`config.mk`:
```
export PLATFORM = sky130hd
export DESIGN_NAME = rtsb_top
export DESIGN_NICKNAME = d
export VERILOG_FILES = /design/src/verilog/rtsb_pkg.sv /design/src/verilog/rtsb_update_timer.sv /design/src/verilog/rtsb_shutdown_ctl.sv /design/src/verilog/rtsb_top.sv
export VERILOG_INCLUDE_DIRS = /design/src /design/src/verilog
export SDC_FILE = /design/constraint.sdc
export NUM_CORES = 1
export LEC_CHECK = 0
export ABC_CLOCK_PERIOD_IN_PS = 2000
export BUFFER_PORTS_ARGS = -buffer_cell sky130_fd_sc_hd__buf_2
export CAP_MARGIN = 10
export CORE_MARGIN = 5
export CORE_UTILIZATION = 45
export DETAILED_ROUTE_END_ITERATION = 12
export PLACE_DENSITY = 0.83
export SLEW_MARGIN = 30
export SYNTH_ARGS = -nofsm -noshare
export SYNTH_HDL_FRONTEND = slang
export SYNTH_SLANG_ARGS = --single-unit
export TNS_END_PERCENT = 5
```
`constraint.sdc`:
```
create_clock -name clk_i -period 2 [get_ports clk_i]
set_clock_uncertainty 0.15 [all_clocks]
set_input_delay 0.6 -clock clk_i [delete_from_list [all_inputs] [get_ports clk_i]]
set_output_delay 0.6 -clock clk_i [all_outputs]
set_load 0.1 [all_outputs]
```
`src/verilog/rtsb_cfg.svh`:
```
// constants for the terminal status bits and bus select block
`ifndef RTSB_CFG_SVH
`define RTSB_CFG_SVH

// ----------------------------------------
// register offsets
// ----------------------------------------
`define RTSB_OFF_STATUS 16'h001a
`define RTSB_OFF_CURMSG 16'h001b
`define RTSB_OFF_BUSA 16'h001c

// ----------------------------------------
// status bits register layout
// ----------------------------------------
`define RTSB_BIT_TXCLR 15
`define RTSB_BIT_MSGERR 10
`define RTSB_BIT_BCAST 4
`define RTSB_BIT_BUSY 3
`define RTSB_BIT_SSF 2
`define RTSB_BIT_BUS_CONTROL_ACCEPT_FLAG 1
`define RTSB_BIT_TFLAG 0
`define RTSB_HOST_WR_MASK 16'h830f
`define RTSB_TXCLR_MASK 16'h83ef
`define RTSB_RESET_WORD 16'h0000

// ----------------------------------------
// mode codes and timing
// ----------------------------------------
`define RTSB_MC_VECTOR 5'h10
`define RTSB_MC_SHUTDOWN 5'h14
`define RTSB_MC_OVERRIDE 5'h15
`define RTSB_CLK_KHZ 25000
`define RTSB_UPDATE_DELAY_NS 5000
`define RTSB_UPDATE_DELAY_CYC ((`RTSB_UPDATE_DELAY_NS * `RTSB_CLK_KHZ) / 1000000)
`define RTSB_TIMER_W 8

`endif

```
`src/verilog/rtsb_pkg.sv`:
```
// types shared by the terminal status bits block
package rtsb_pkg;
    typedef logic [15:0] rtsb_word_t;
    typedef logic [4:0] rtsb_mode_code_t;
    typedef enum logic [1:0] {
        RTSB_TMR_IDLE = 2'b01,
        RTSB_TMR_RUN = 2'b10
    } rtsb_tmr_state_t;
endpackage

```
`src/verilog/rtsb_update_timer.sv`:
```
// delayed load of the current message pointer after a valid command
`timescale 1ns/10ps
`include "rtsb_cfg.svh"
module rtsb_update_timer (
    input wire logic clk_i,
    input wire logic reset_n_i,
    input wire logic start_i,
    input wire rtsb_pkg::rtsb_word_t addr_i,
    output logic load_o,
    output rtsb_pkg::rtsb_word_t addr_o
);
    import rtsb_pkg::*;

    localparam logic [`RTSB_TIMER_W-1:0] LAST_CNT =
        `RTSB_TIMER_W'(`RTSB_UPDATE_DELAY_CYC - 1);

    rtsb_tmr_state_t state_reg;
    logic [`RTSB_TIMER_W-1:0] cnt_reg;
    rtsb_word_t addr_reg;

    // a new command restarts the wait with its own address
    always_ff @(posedge clk_i or negedge reset_n_i) begin
        if (!reset_n_i) begin
            state_reg <= RTSB_TMR_IDLE;
            cnt_reg <= '0;
        end else if (start_i) begin
            state_reg <= RTSB_TMR_RUN;
            cnt_reg <= '0;
        end else begin
            case (state_reg)
                RTSB_TMR_IDLE: begin
                    cnt_reg <= '0;
                end
                RTSB_TMR_RUN: begin
                    if (cnt_reg == LAST_CNT) begin
                        state_reg <= RTSB_TMR_IDLE;
                    end
                    cnt_reg <= cnt_reg + 1'b1;
                end
                default: begin
                    state_reg <= RTSB_TMR_IDLE;
                end
            endcase
        end
    end

    // address captured with the start pulse
    always_ff @(posedge clk_i or negedge reset_n_i) begin
        if (!reset_n_i) begin
            addr_reg <= '0;
        end else if (start_i) begin
            addr_reg <= addr_i;
        end
    end

    // load fires in the cycle the full delay has elapsed
    assign load_o = (state_reg == RTSB_TMR_RUN) && (cnt_reg == LAST_CNT) && !start_i;
    assign addr_o = addr_reg;
endmodule

```
`src/verilog/rtsb_shutdown_ctl.sv`:
```
// automatic shutdown and override of inactive bus a
`timescale 1ns/10ps
`include "rtsb_cfg.svh"
module rtsb_shutdown_ctl (
    input wire logic clk_i,
    input wire logic reset_n_i,
    input wire logic mode_data_valid_i,
    input wire rtsb_pkg::rtsb_mode_code_t mode_code_i,
    input wire logic cmd_on_bus_b_i,
    input wire rtsb_pkg::rtsb_word_t mode_data_i,
    input wire rtsb_pkg::rtsb_word_t select_value_i,
    input wire logic auto_shutdown_disable_i,
    output logic tx_shutdown_a_flag_o
);
    import rtsb_pkg::*;

    logic qualify;
    logic flag_reg;

    // command on bus b, enabled, and data equal to select value
    assign qualify = mode_data_valid_i && !auto_shutdown_disable_i
        && cmd_on_bus_b_i
        && (mode_data_i == select_value_i);

    // shutdown sets, override clears
    always_ff @(posedge clk_i or negedge reset_n_i) begin
        if (!reset_n_i) begin
            flag_reg <= 1'b0;
        end else if (qualify && (mode_code_i == `RTSB_MC_SHUTDOWN)) begin
            flag_reg <= 1'b1;
        end else if (qualify && (mode_code_i == `RTSB_MC_OVERRIDE)) begin
            flag_reg <= 1'b0;
        end
    end

    assign tx_shutdown_a_flag_o = flag_reg;
endmodule

```
`src/verilog/rtsb_top.sv`:
```
// status word bits, current message pointer and bus a select registers
`timescale 1ns/10ps
`include "rtsb_cfg.svh"
module rtsb_top (
    input wire logic clk_i,
    input wire logic reset_n_i,
    input wire logic terminal_soft_reset_i,
    // host register port
    input wire rtsb_pkg::rtsb_word_t host_addr_i,
    input wire logic host_wr_i,
    input wire logic host_rd_i,
    input wire rtsb_pkg::rtsb_word_t host_wdata_i,
    output rtsb_pkg::rtsb_word_t host_rdata_o,
    // configuration bits
    input wire logic vector_word_option_i,
    input wire logic auto_shutdown_disable_i,
    input wire logic busy_interrupt_option_i,
    input wire logic subsystem_fail_pin_i,
    // command decode side
    input wire logic cmd_valid_i,
    input wire rtsb_pkg::rtsb_word_t cmd_buf_addr_i,
    input wire logic cmd_transmit_i,
    input wire logic cmd_is_mode_i,
    input wire rtsb_pkg::rtsb_mode_code_t mode_code_i,
    input wire logic cmd_on_bus_b_i,
    input wire logic desc_busy_i,
    // mode data word for shutdown commands
    input wire logic mode_data_valid_i,
    input wire rtsb_pkg::rtsb_word_t mode_data_i,
    // status word and message completion
    input wire logic status_sent_i,
    input wire logic status_repeat_i,
    input wire logic msg_done_i,
    input wire logic msg_broadcast_i,
    input wire logic msg_error_i,
    // outputs to the responder
    output logic [10:0] status_word_bits_o,
    output logic resp_busy_o,
    output logic suppress_data_o,
    output logic message_was_busy_flag_o,
    output logic irq_was_busy_flag_o,
    output logic tx_shutdown_a_flag_o,
    output rtsb_pkg::rtsb_word_t current_message_pointer_o
);
    import rtsb_pkg::*;

    // ----------------------------------------
    // register storage
    // ----------------------------------------
    rtsb_word_t status_reg;
    rtsb_word_t curmsg_reg;
    rtsb_word_t busa_reg;
    rtsb_word_t rdata_reg;
    logic busy_cmd_reg;
    logic was_busy_reg;
    logic irq_was_busy_reg;

    // ----------------------------------------
    // decode of host accesses
    // ----------------------------------------
    logic wr_status;
    logic wr_curmsg;
    logic wr_busa;

    assign wr_status = host_wr_i && (host_addr_i == `RTSB_OFF_STATUS);
    assign wr_curmsg = host_wr_i && (host_addr_i == `RTSB_OFF_CURMSG);
    assign wr_busa = host_wr_i && (host_addr_i == `RTSB_OFF_BUSA);

    // ----------------------------------------
    // command classification
    // ----------------------------------------
    logic mode_has_data;
    logic vector_cmd;
    logic tx_clear_evt;
    logic busy_now;

    // mode codes 16-31 that send a data word
    assign mode_has_data = cmd_is_mode_i && mode_code_i[4] && cmd_transmit_i;

    // vector word command clears subsystem bit when option is zero
    assign vector_cmd = cmd_valid_i && cmd_is_mode_i
        && (mode_code_i == `RTSB_MC_VECTOR) && !vector_word_option_i;

    // status repeats for transmit-status type commands leave bits alone
    assign tx_clear_evt = status_sent_i && !status_repeat_i
        && status_reg[`RTSB_BIT_TXCLR];

    // global or per-command busy
    assign busy_now = status_reg[`RTSB_BIT_BUSY]
        || desc_busy_i;

    // ----------------------------------------
    // status word bits register, host half
    // ----------------------------------------
    rtsb_word_t host_next;

    // start from stored value, apply device clears, then host write
    always_comb begin
        host_next = status_reg & `RTSB_HOST_WR_MASK;
        if (tx_clear_evt) begin
            host_next = host_next & ~`RTSB_TXCLR_MASK;
        end
        if (vector_cmd) begin
            host_next[`RTSB_BIT_SSF] = 1'b0;
        end
        if (wr_status) begin
            // reserved positions never take host data
            host_next = host_wdata_i & `RTSB_HOST_WR_MASK;
        end
    end

    // device-maintained bits live in the same register word
    logic msgerr_next;
    logic bcast_next;

    always_comb begin
        msgerr_next = status_reg[`RTSB_BIT_MSGERR];
        bcast_next = status_reg[`RTSB_BIT_BCAST];
        if (msg_done_i) begin
            msgerr_next = msg_error_i;
            bcast_next = msg_broadcast_i;
        end
    end

    // master and soft reset both clear the status bits
    always_ff @(posedge clk_i or negedge reset_n_i) begin
        if (!reset_n_i) begin
            status_reg <= `RTSB_RESET_WORD;
        end else if (terminal_soft_reset_i) begin
            status_reg <= `RTSB_RESET_WORD;
        end else begin
            status_reg <= host_next;
            status_reg[`RTSB_BIT_MSGERR] <= msgerr_next;
            status_reg[`RTSB_BIT_BCAST] <= bcast_next;
        end
    end

    // ----------------------------------------
    // outgoing status word bits
    // ----------------------------------------
    genvar gi;
    generate
        for (gi = 0; gi < 11; gi = gi + 1) begin : g_sw
            if (gi == `RTSB_BIT_SSF) begin : g_ssf
                // register bit or external fail pin
                assign status_word_bits_o[gi] =
                    status_reg[gi] || subsystem_fail_pin_i;
            end else if (gi == `RTSB_BIT_BUSY) begin : g_busy
                assign status_word_bits_o[gi] = busy_cmd_reg;
            end else begin : g_plain
                assign status_word_bits_o[gi] = status_reg[gi];
            end
        end
    endgenerate

    // ----------------------------------------
    // busy tracking for the current message
    // ----------------------------------------

    // busy decision latched when the command is accepted
    always_ff @(posedge clk_i or negedge reset_n_i) begin
        if (!reset_n_i) begin
            busy_cmd_reg <= 1'b0;
        end else if (cmd_valid_i) begin
            busy_cmd_reg <= busy_now;
        end
    end

    // was-busy for the stored message info word
    always_ff @(posedge clk_i or negedge reset_n_i) begin
        if (!reset_n_i) begin
            was_busy_reg <= 1'b0;
            irq_was_busy_reg <= 1'b0;
        end else if (msg_done_i) begin
            was_busy_reg <= busy_cmd_reg;
            irq_was_busy_reg <= busy_cmd_reg && busy_interrupt_option_i;
        end
    end

    // busy marks info words; the irq was-busy flag is raised only when the busy interrupt option is set
    assign message_was_busy_flag_o = was_busy_reg;
    assign irq_was_busy_flag_o = irq_was_busy_reg;

    // busy level for the response in progress
    assign resp_busy_o = cmd_valid_i ? busy_now : busy_cmd_reg;

    // ----------------------------------------
    // data word suppression
    // ----------------------------------------
    logic sup_busy;
    logic sup_flag;

    // busy transmit response carries status only
    assign sup_busy = resp_busy_o && cmd_transmit_i;

    // terminal flag drops data of transmit subaddress and data mode codes
    assign sup_flag = status_reg[`RTSB_BIT_TFLAG]
        && ((cmd_transmit_i && !cmd_is_mode_i) || mode_has_data);

    assign suppress_data_o = sup_busy || sup_flag;

    // ----------------------------------------
    // current message pointer
    // ----------------------------------------
    logic ptr_load;
    rtsb_word_t ptr_addr;

    rtsb_update_timer u_timer (
        .clk_i(clk_i),
        .reset_n_i(reset_n_i),
        .start_i(cmd_valid_i),
        .addr_i(cmd_buf_addr_i),
        .load_o(ptr_load),
        .addr_o(ptr_addr)
    );

    // only master reset clears it; soft reset leaves it alone
    always_ff @(posedge clk_i or negedge reset_n_i) begin
        if (!reset_n_i) begin
            curmsg_reg <= '0;
        end else if (ptr_load) begin
            curmsg_reg <= ptr_addr;
        end else if (wr_curmsg) begin
            curmsg_reg <= host_wdata_i;
        end
    end

    assign current_message_pointer_o = curmsg_reg;

    // ----------------------------------------
    // bus a select register
    // ----------------------------------------

    // cleared by master reset only
    always_ff @(posedge clk_i or negedge reset_n_i) begin
        if (!reset_n_i) begin
            busa_reg <= '0;
        end else if (wr_busa) begin
            busa_reg <= host_wdata_i;
        end
    end

    rtsb_shutdown_ctl u_shutdown (
        .clk_i(clk_i),
        .reset_n_i(reset_n_i),
        .mode_data_valid_i(mode_data_valid_i && cmd_is_mode_i),
        .mode_code_i(mode_code_i),
        .cmd_on_bus_b_i(cmd_on_bus_b_i),
        .mode_data_i(mode_data_i),
        .select_value_i(busa_reg),
        .auto_shutdown_disable_i(auto_shutdown_disable_i),
        .tx_shutdown_a_flag_o(tx_shutdown_a_flag_o)
    );

    // ----------------------------------------
    // host read data
    // ----------------------------------------

    // registered read, unmapped addresses return zero
    always_ff @(posedge clk_i or negedge reset_n_i) begin
        if (!reset_n_i) begin
            rdata_reg <= '0;
        end else if (host_rd_i) begin
            case (host_addr_i)
                `RTSB_OFF_STATUS: begin
                    rdata_reg <= status_reg;
                end
                `RTSB_OFF_CURMSG: begin
                    rdata_reg <= curmsg_reg;
                end
                `RTSB_OFF_BUSA: begin
                    rdata_reg <= busa_reg;
                end
                default: begin
                    rdata_reg <= '0;
                end
            endcase
        end
    end

    assign host_rdata_o = rdata_reg;
endmodule

```
Word-level counts from Yosys, hierarchy flattened
Cells that the tools add are included.
Operators by class
  add/sub/neg operators: 1
  eq/ne operators: 12
  muxes and demuxes: 17
  reduce and logical (&&, ||, !) cells: 38
Operators by type and width (count)
  $mux W16: 5
  $eq A16 B5 Y1 const B: 3
  $pmux W16 S3: 1
  $logic_and A1 B1 Y1: 22
  $eq A16 B16 Y1: 1
  $pmux W8 S2: 1
  $eq A5 B5 Y1 const B: 3
  $add A8 B1 Y8 const B: 1
  $eq A8 B7 Y1 const B: 1
  $mux W8: 1
  $mux W1: 6
  $reduce_bool A2 Y1: 3
  $reduce_bool A3 Y1: 2
  $logic_not A1 Y1: 5
  $logic_or A1 B1 Y1: 4
  $mux W2: 2
  $pmux W2 S2: 1
  $reduce_bool A4 Y1: 1
  $ne A3 B3 Y1 const B: 1
  $eq A2 B1 Y1 const B: 1
  $eq A2 B2 Y1 const B: 1
  $ne A2 B2 Y1 const B: 1
  $reduce_and A2 Y1: 1
Storage, ports and cells
  register bits after elaboration: 94
  bits of input ports: 89
  output and inout port bits: 48
  word-level logic and storage cells: 82

Longest topological paths before layout
  depth after elaboration: 7
  depth in mapped cells: 8
  mapped depth without buffers: 6

Cells and area by module
Synthesis repeated with hierarchy kept, for this count alone.
Second synthesis, totals
  cell total of the unflattened synthesis: 421
  area, all modules: 4566.9 um2
By module, submodules not included
  rtsb_top: instances 1, cells each 290, area an instance 3071.7 um2, sequential area each 1501.4 um2
  rtsb_update_timer: instances 1, cells each 104, area an instance 1248.7 um2, sequential area each 651.9 um2
  rtsb_shutdown_ctl: instances 1, cells each 27, area an instance 246.5 um2, sequential area each 25.0 um2

Worst setup path after synthesis
Ideal clock, no wire load.
  kind: input-to-output
  start: in cmd_valid_i
  end: out suppress_data_o
  data arrival time: 3965 ps
  required time: 1250 ps
  path slack: -2715 ps
  stages: 5
  buffers on the path: 1
  cells stage by stage: clkbuf_1 -> nor2_1 -> a21oi_1 -> a21oi_1 -> nor2b_1
Between the ends
  word-level cells in the longest chain between the ends: 3
RTL lines
  start, declared: line rtsb_top.sv:20  | input wire logic cmd_valid_i,
  $mux W1
  via resp_busy_o: line rtsb_top.sv:38  | output logic resp_busy_o,
  $logic_and A1 B1 Y1: line rtsb_top.sv:194  | assign sup_busy = resp_busy_o && cmd_transmit_i;
  $logic_or A1 B1 Y1: line rtsb_top.sv:200  | assign suppress_data_o = sup_busy || sup_flag;
  end, declared: line rtsb_top.sv:39  | output logic suppress_data_o,
The timed path passes the listed nets, and every way through them passes these cells.

Worst setup path in the final report
  start: in host_addr_i[14]
  end: reg curmsg_reg[0], in the netlist current_message_pointer_o[0]
Between the ends
  word-level cells in the longest chain between the ends: 3
RTL lines
  start, declared: line rtsb_top.sv:9  | input wire rtsb_pkg::rtsb_word_t host_addr_i,
  $eq A16 B5 Y1
  $logic_and A1 B1 Y1: line rtsb_top.sv:66  | assign wr_curmsg = host_wr_i && (host_addr_i == `RTSB_OFF_CURMSG);
  $reduce_bool A2 Y1 (no source line)
  end signal, assigned: line rtsb_top.sv:222  | curmsg_reg <= ptr_addr;
  end signal, assigned: line rtsb_top.sv:224  | curmsg_reg <= host_wdata_i;
  end, declared: line rtsb_top.sv:51  | rtsb_word_t curmsg_reg;
Every way passes these cells.
A chain may end at the register's enable or synchronous reset.

==> impl_results.md <==
- Post-synthesis cell area: 4380 um^2
- Crit-path slowest cell: or4_4
- Simple-gate share of the synthesized area: 16.1%
- Vert. Die Dim: 109 um
- Port bufs: 133
- Peak fanout along the critical path: 5
- WP data required: 2120 ps
- Sequential area share after synthesis: 49.8%
- Worst path arrival time: 2340 ps
- CTS H-tree lvls: 3
- Main combinational cell family by area after synthesis: simple AND/OR/NAND/NOR gates
- Min Tclk post-route: 2220 ps
- Core ar.: 9640 um^2
- Fin. max-slew vios: 0
- DIE WIDTH: 109 um
- Vias in the first global route: 3917
- Internal Power: 2.76 mW
- Worst slew pin tran: 520 ps
- First DRT Iteration DRCs: 233
- Sw frac: 27.3%
- Avg Cell Area, Syn: 10.5 um^2
- Drc violations: 0
- Root Buffer: clkbuf_8
- Sink Count: 87
- Failing checks: setup timing
- Sequential group share of total power: 49.1%
- Commonest non-fill, non-tap cell in the layout: buf_2
- Most frequent cells in the layout: buf_2 (123), dfrtp_1 (86), nand2_1 (32), nor2_1 (29), mux2_2 (28)
- Asr flop ratio synth: 100%
- Vias/cell: 5.56
- Post-synthesis mux area share: 12.2%
- Fmax: 450 MHz
- Yosys reg bits: 87
- Clock transition at path regs: 90 ps
- Total GRT Usage: 21.8%
- WL per Instance: 18.5 um
- Worst hold margin: 112 ps
- CTS buffer count: 9
- Post-synth EDFFs: 0
- Share of cells above drive strength 1: 46.6%
- Leakage: 2.86 nW
- Synth Area in Compound Gates: 11.3%
- Core Rows: 36
- Max cap viols: 0
- NumNets Final: 653
- Final Cycle Share: 111%
- Clock Path Buffers: 2
- Top Ports: 137
- CTS tree: done
- Inserted Diodes: 0
- CP Capture Type: flop
- Final Hold Fails: 0
- DP HPWL: 9290 um
- Final number of setup-violating endpoints: 50
- Number of hold buffers added after CTS: 0
- DRT Pass-1 Iters: 6
- Initial core utilization: 45.4%
- Post-Synth XOR/XNOR Area: 3.40%
- Final TNS setup: -4890 ps
- Worst path cell trace: buf_6, or4_4, nor4_4, and3_4, clkbuf_16, nand2_1, a31oi_1
- Main flop type after synthesis: dfrtp_1
- Status: finished, violations left
- Clock Latency Late Sink: 360 ps
- Full die area: 11800 um^2
- Pwr dens: 648 nW/um^2
- Fin util: 60.7%
- Type of origin of the critical path: primary input
- Initial antenna violation count: 0
- Post-DP Area: 5330 um^2
- First-pass GRT wire length: 20000 um
- Syn Inst Count: 416
- Adder-cell share of the synthesized area: 0.572%
- Min-Delay Path Class: primary input to asynchronous set/reset pin
- Unrepaired setup endpoints after global routing: yes
- Relative slew slack: 65.6%
- Setup Crit Path Kind: primary input to flop
- Pwr Total: 3.79 mW
- Slowest stage delay, CP: 550 ps
- Largest net degree at the start of global routing: 88
- Grt total ovfl: 0
- DR vias: 3891
- FF-to-FF setup slack: -30 ps
- Detail Route Antenna Nets: 0
- Setup ws final: -223 ps
- Placer Congestion: 0.864
- Combinational share of power: 13.8%
- Final WL: 12900 um
- YS warnings: 0
- Peak VDD IR: 340 uV
- Library cells used by synthesis: 51
- Design Area, Final: 5850 um^2
- Clock share of power: 37.2%
- Area Growth Syn to Fin: 33.7%
- Psw: 1.03 mW
-- layout make-up --
class,count,area [um^2]
tap,133,166
fill,779,3790
inverter,26,97.6
clock inverter,6,92.6
timing repair buffer,164,1050
clock buffer,10,138
multi-input combinational,274,2130
sequential,87,2180
-- cell families (layout without fill, tap and decap cells) --
logic type | count (synthesis) | after routing
AOI/OAI and AO/OA | 73 | 73
other | 1 | 3
muxes | 48 | 48
xor gates and xnor gates | 17 | 17
buffers and inverters | 57 | 206
DFF | 87 | 87
and+or+nand+nor | 131 | 131
adders and majority gates | 2 | 2
-- what timing repair did --
item	4_1_cts	5_1_grt
pin swaps	8	32
buffers inserted	1	2
gates cloned	0	1
resized for setup	21	37
endpoints found under the setup margin	60	59
-- through the flow --
step           worst slack [ps]  std cells
3_5_place_dp               -670        680
4_1_cts                    -131        697
6_report                   -223        700
3_3_place_gp               -543        680
5_1_grt                    -223        700
2_1_floorplan              -707        418
-- worst max-delay path, delay by kind of cell --
family,cells,cell delay [ps]
AO/OA/AOI/OAI,1,190
buffers and inverters,2,240
AND/OR/NAND/NOR,4,1300
-- power by group through the flow --
stage               logic (mW)  registers [mW]  clock network, mW
floorplan                0.271            1.91                  0
finish                   0.522            1.86               1.41
global placement         0.490            1.89                  0
global route             0.561            1.87               1.50
detailed placement       0.501            1.89                  0
CTS                      0.511            1.86               1.42
-- metal layers --
metal  up-vias  part of all wire, %  wire length (um)  GRT usage, %
met5         -                    0                 0             0
met4         0                  2.3               299          7.39
met3        30                  7.7               998          5.91
met2       183                   50              6410          35.3
met1      1924                   40              5240          28.3
li1       1754                    -                 -             -
-- path summary, 6_finish.rpt --
path                                               start                                          end  cells past startpoint
max                                      host_addr_i[14]     current_message_pointer_o[0]$_DFFE_PN0P_                      7
min                                            reset_n_i               u_timer.cnt_reg[2]$_DFFE_PN0P_                      2
max reg2reg                      busa_reg[5]$_DFFE_PN0P_  u_shutdown.tx_shutdown_a_flag_o$_DFFE_PN0P_                      5
min reg2reg                u_timer.addr_o[7]$_DFFE_PN0P_                u_timer.addr_o[7]$_DFFE_PN0P_                      1
max in group asynchronous                      reset_n_i                     busa_reg[13]$_DFFE_PN0P_                      2
min in group clk_i                        mode_code_i[0]  u_shutdown.tx_shutdown_a_flag_o$_DFFE_PN0P_                      2
-- cell usage after synthesis (all sizes together) (2+ instances only) --
cell type | number | area (um^2)
and2 | 2 | 12.5
a21o | 2 | 15.0
nand3b | 2 | 27.5
nor4 | 7 | 58.8
clkbuf | 11 | 41.3
dfrtp | 86 | 2150
nor3 | 8 | 72.6
xnor2 | 4 | 35.0
or4 | 4 | 37.5
nand2 | 39 | 146
nand2b | 8 | 50.1
nand4 | 5 | 31.3
xor2 | 13 | 114
mux2i | 5 | 50.1
a22oi | 17 | 128
or2 | 2 | 15.0
o21ai | 9 | 56.3
mux2 | 43 | 484
a32oi | 3 | 26.3
a31oi | 17 | 106
nand3 | 16 | 80.1
inv | 26 | 97.6
buf | 20 | 148
a21oi | 4 | 20.0
ha | 2 | 25.0
nor2 | 32 | 120
o22ai | 16 | 100
nor4b | 2 | 17.5
(Power assumes the default switching activity.)
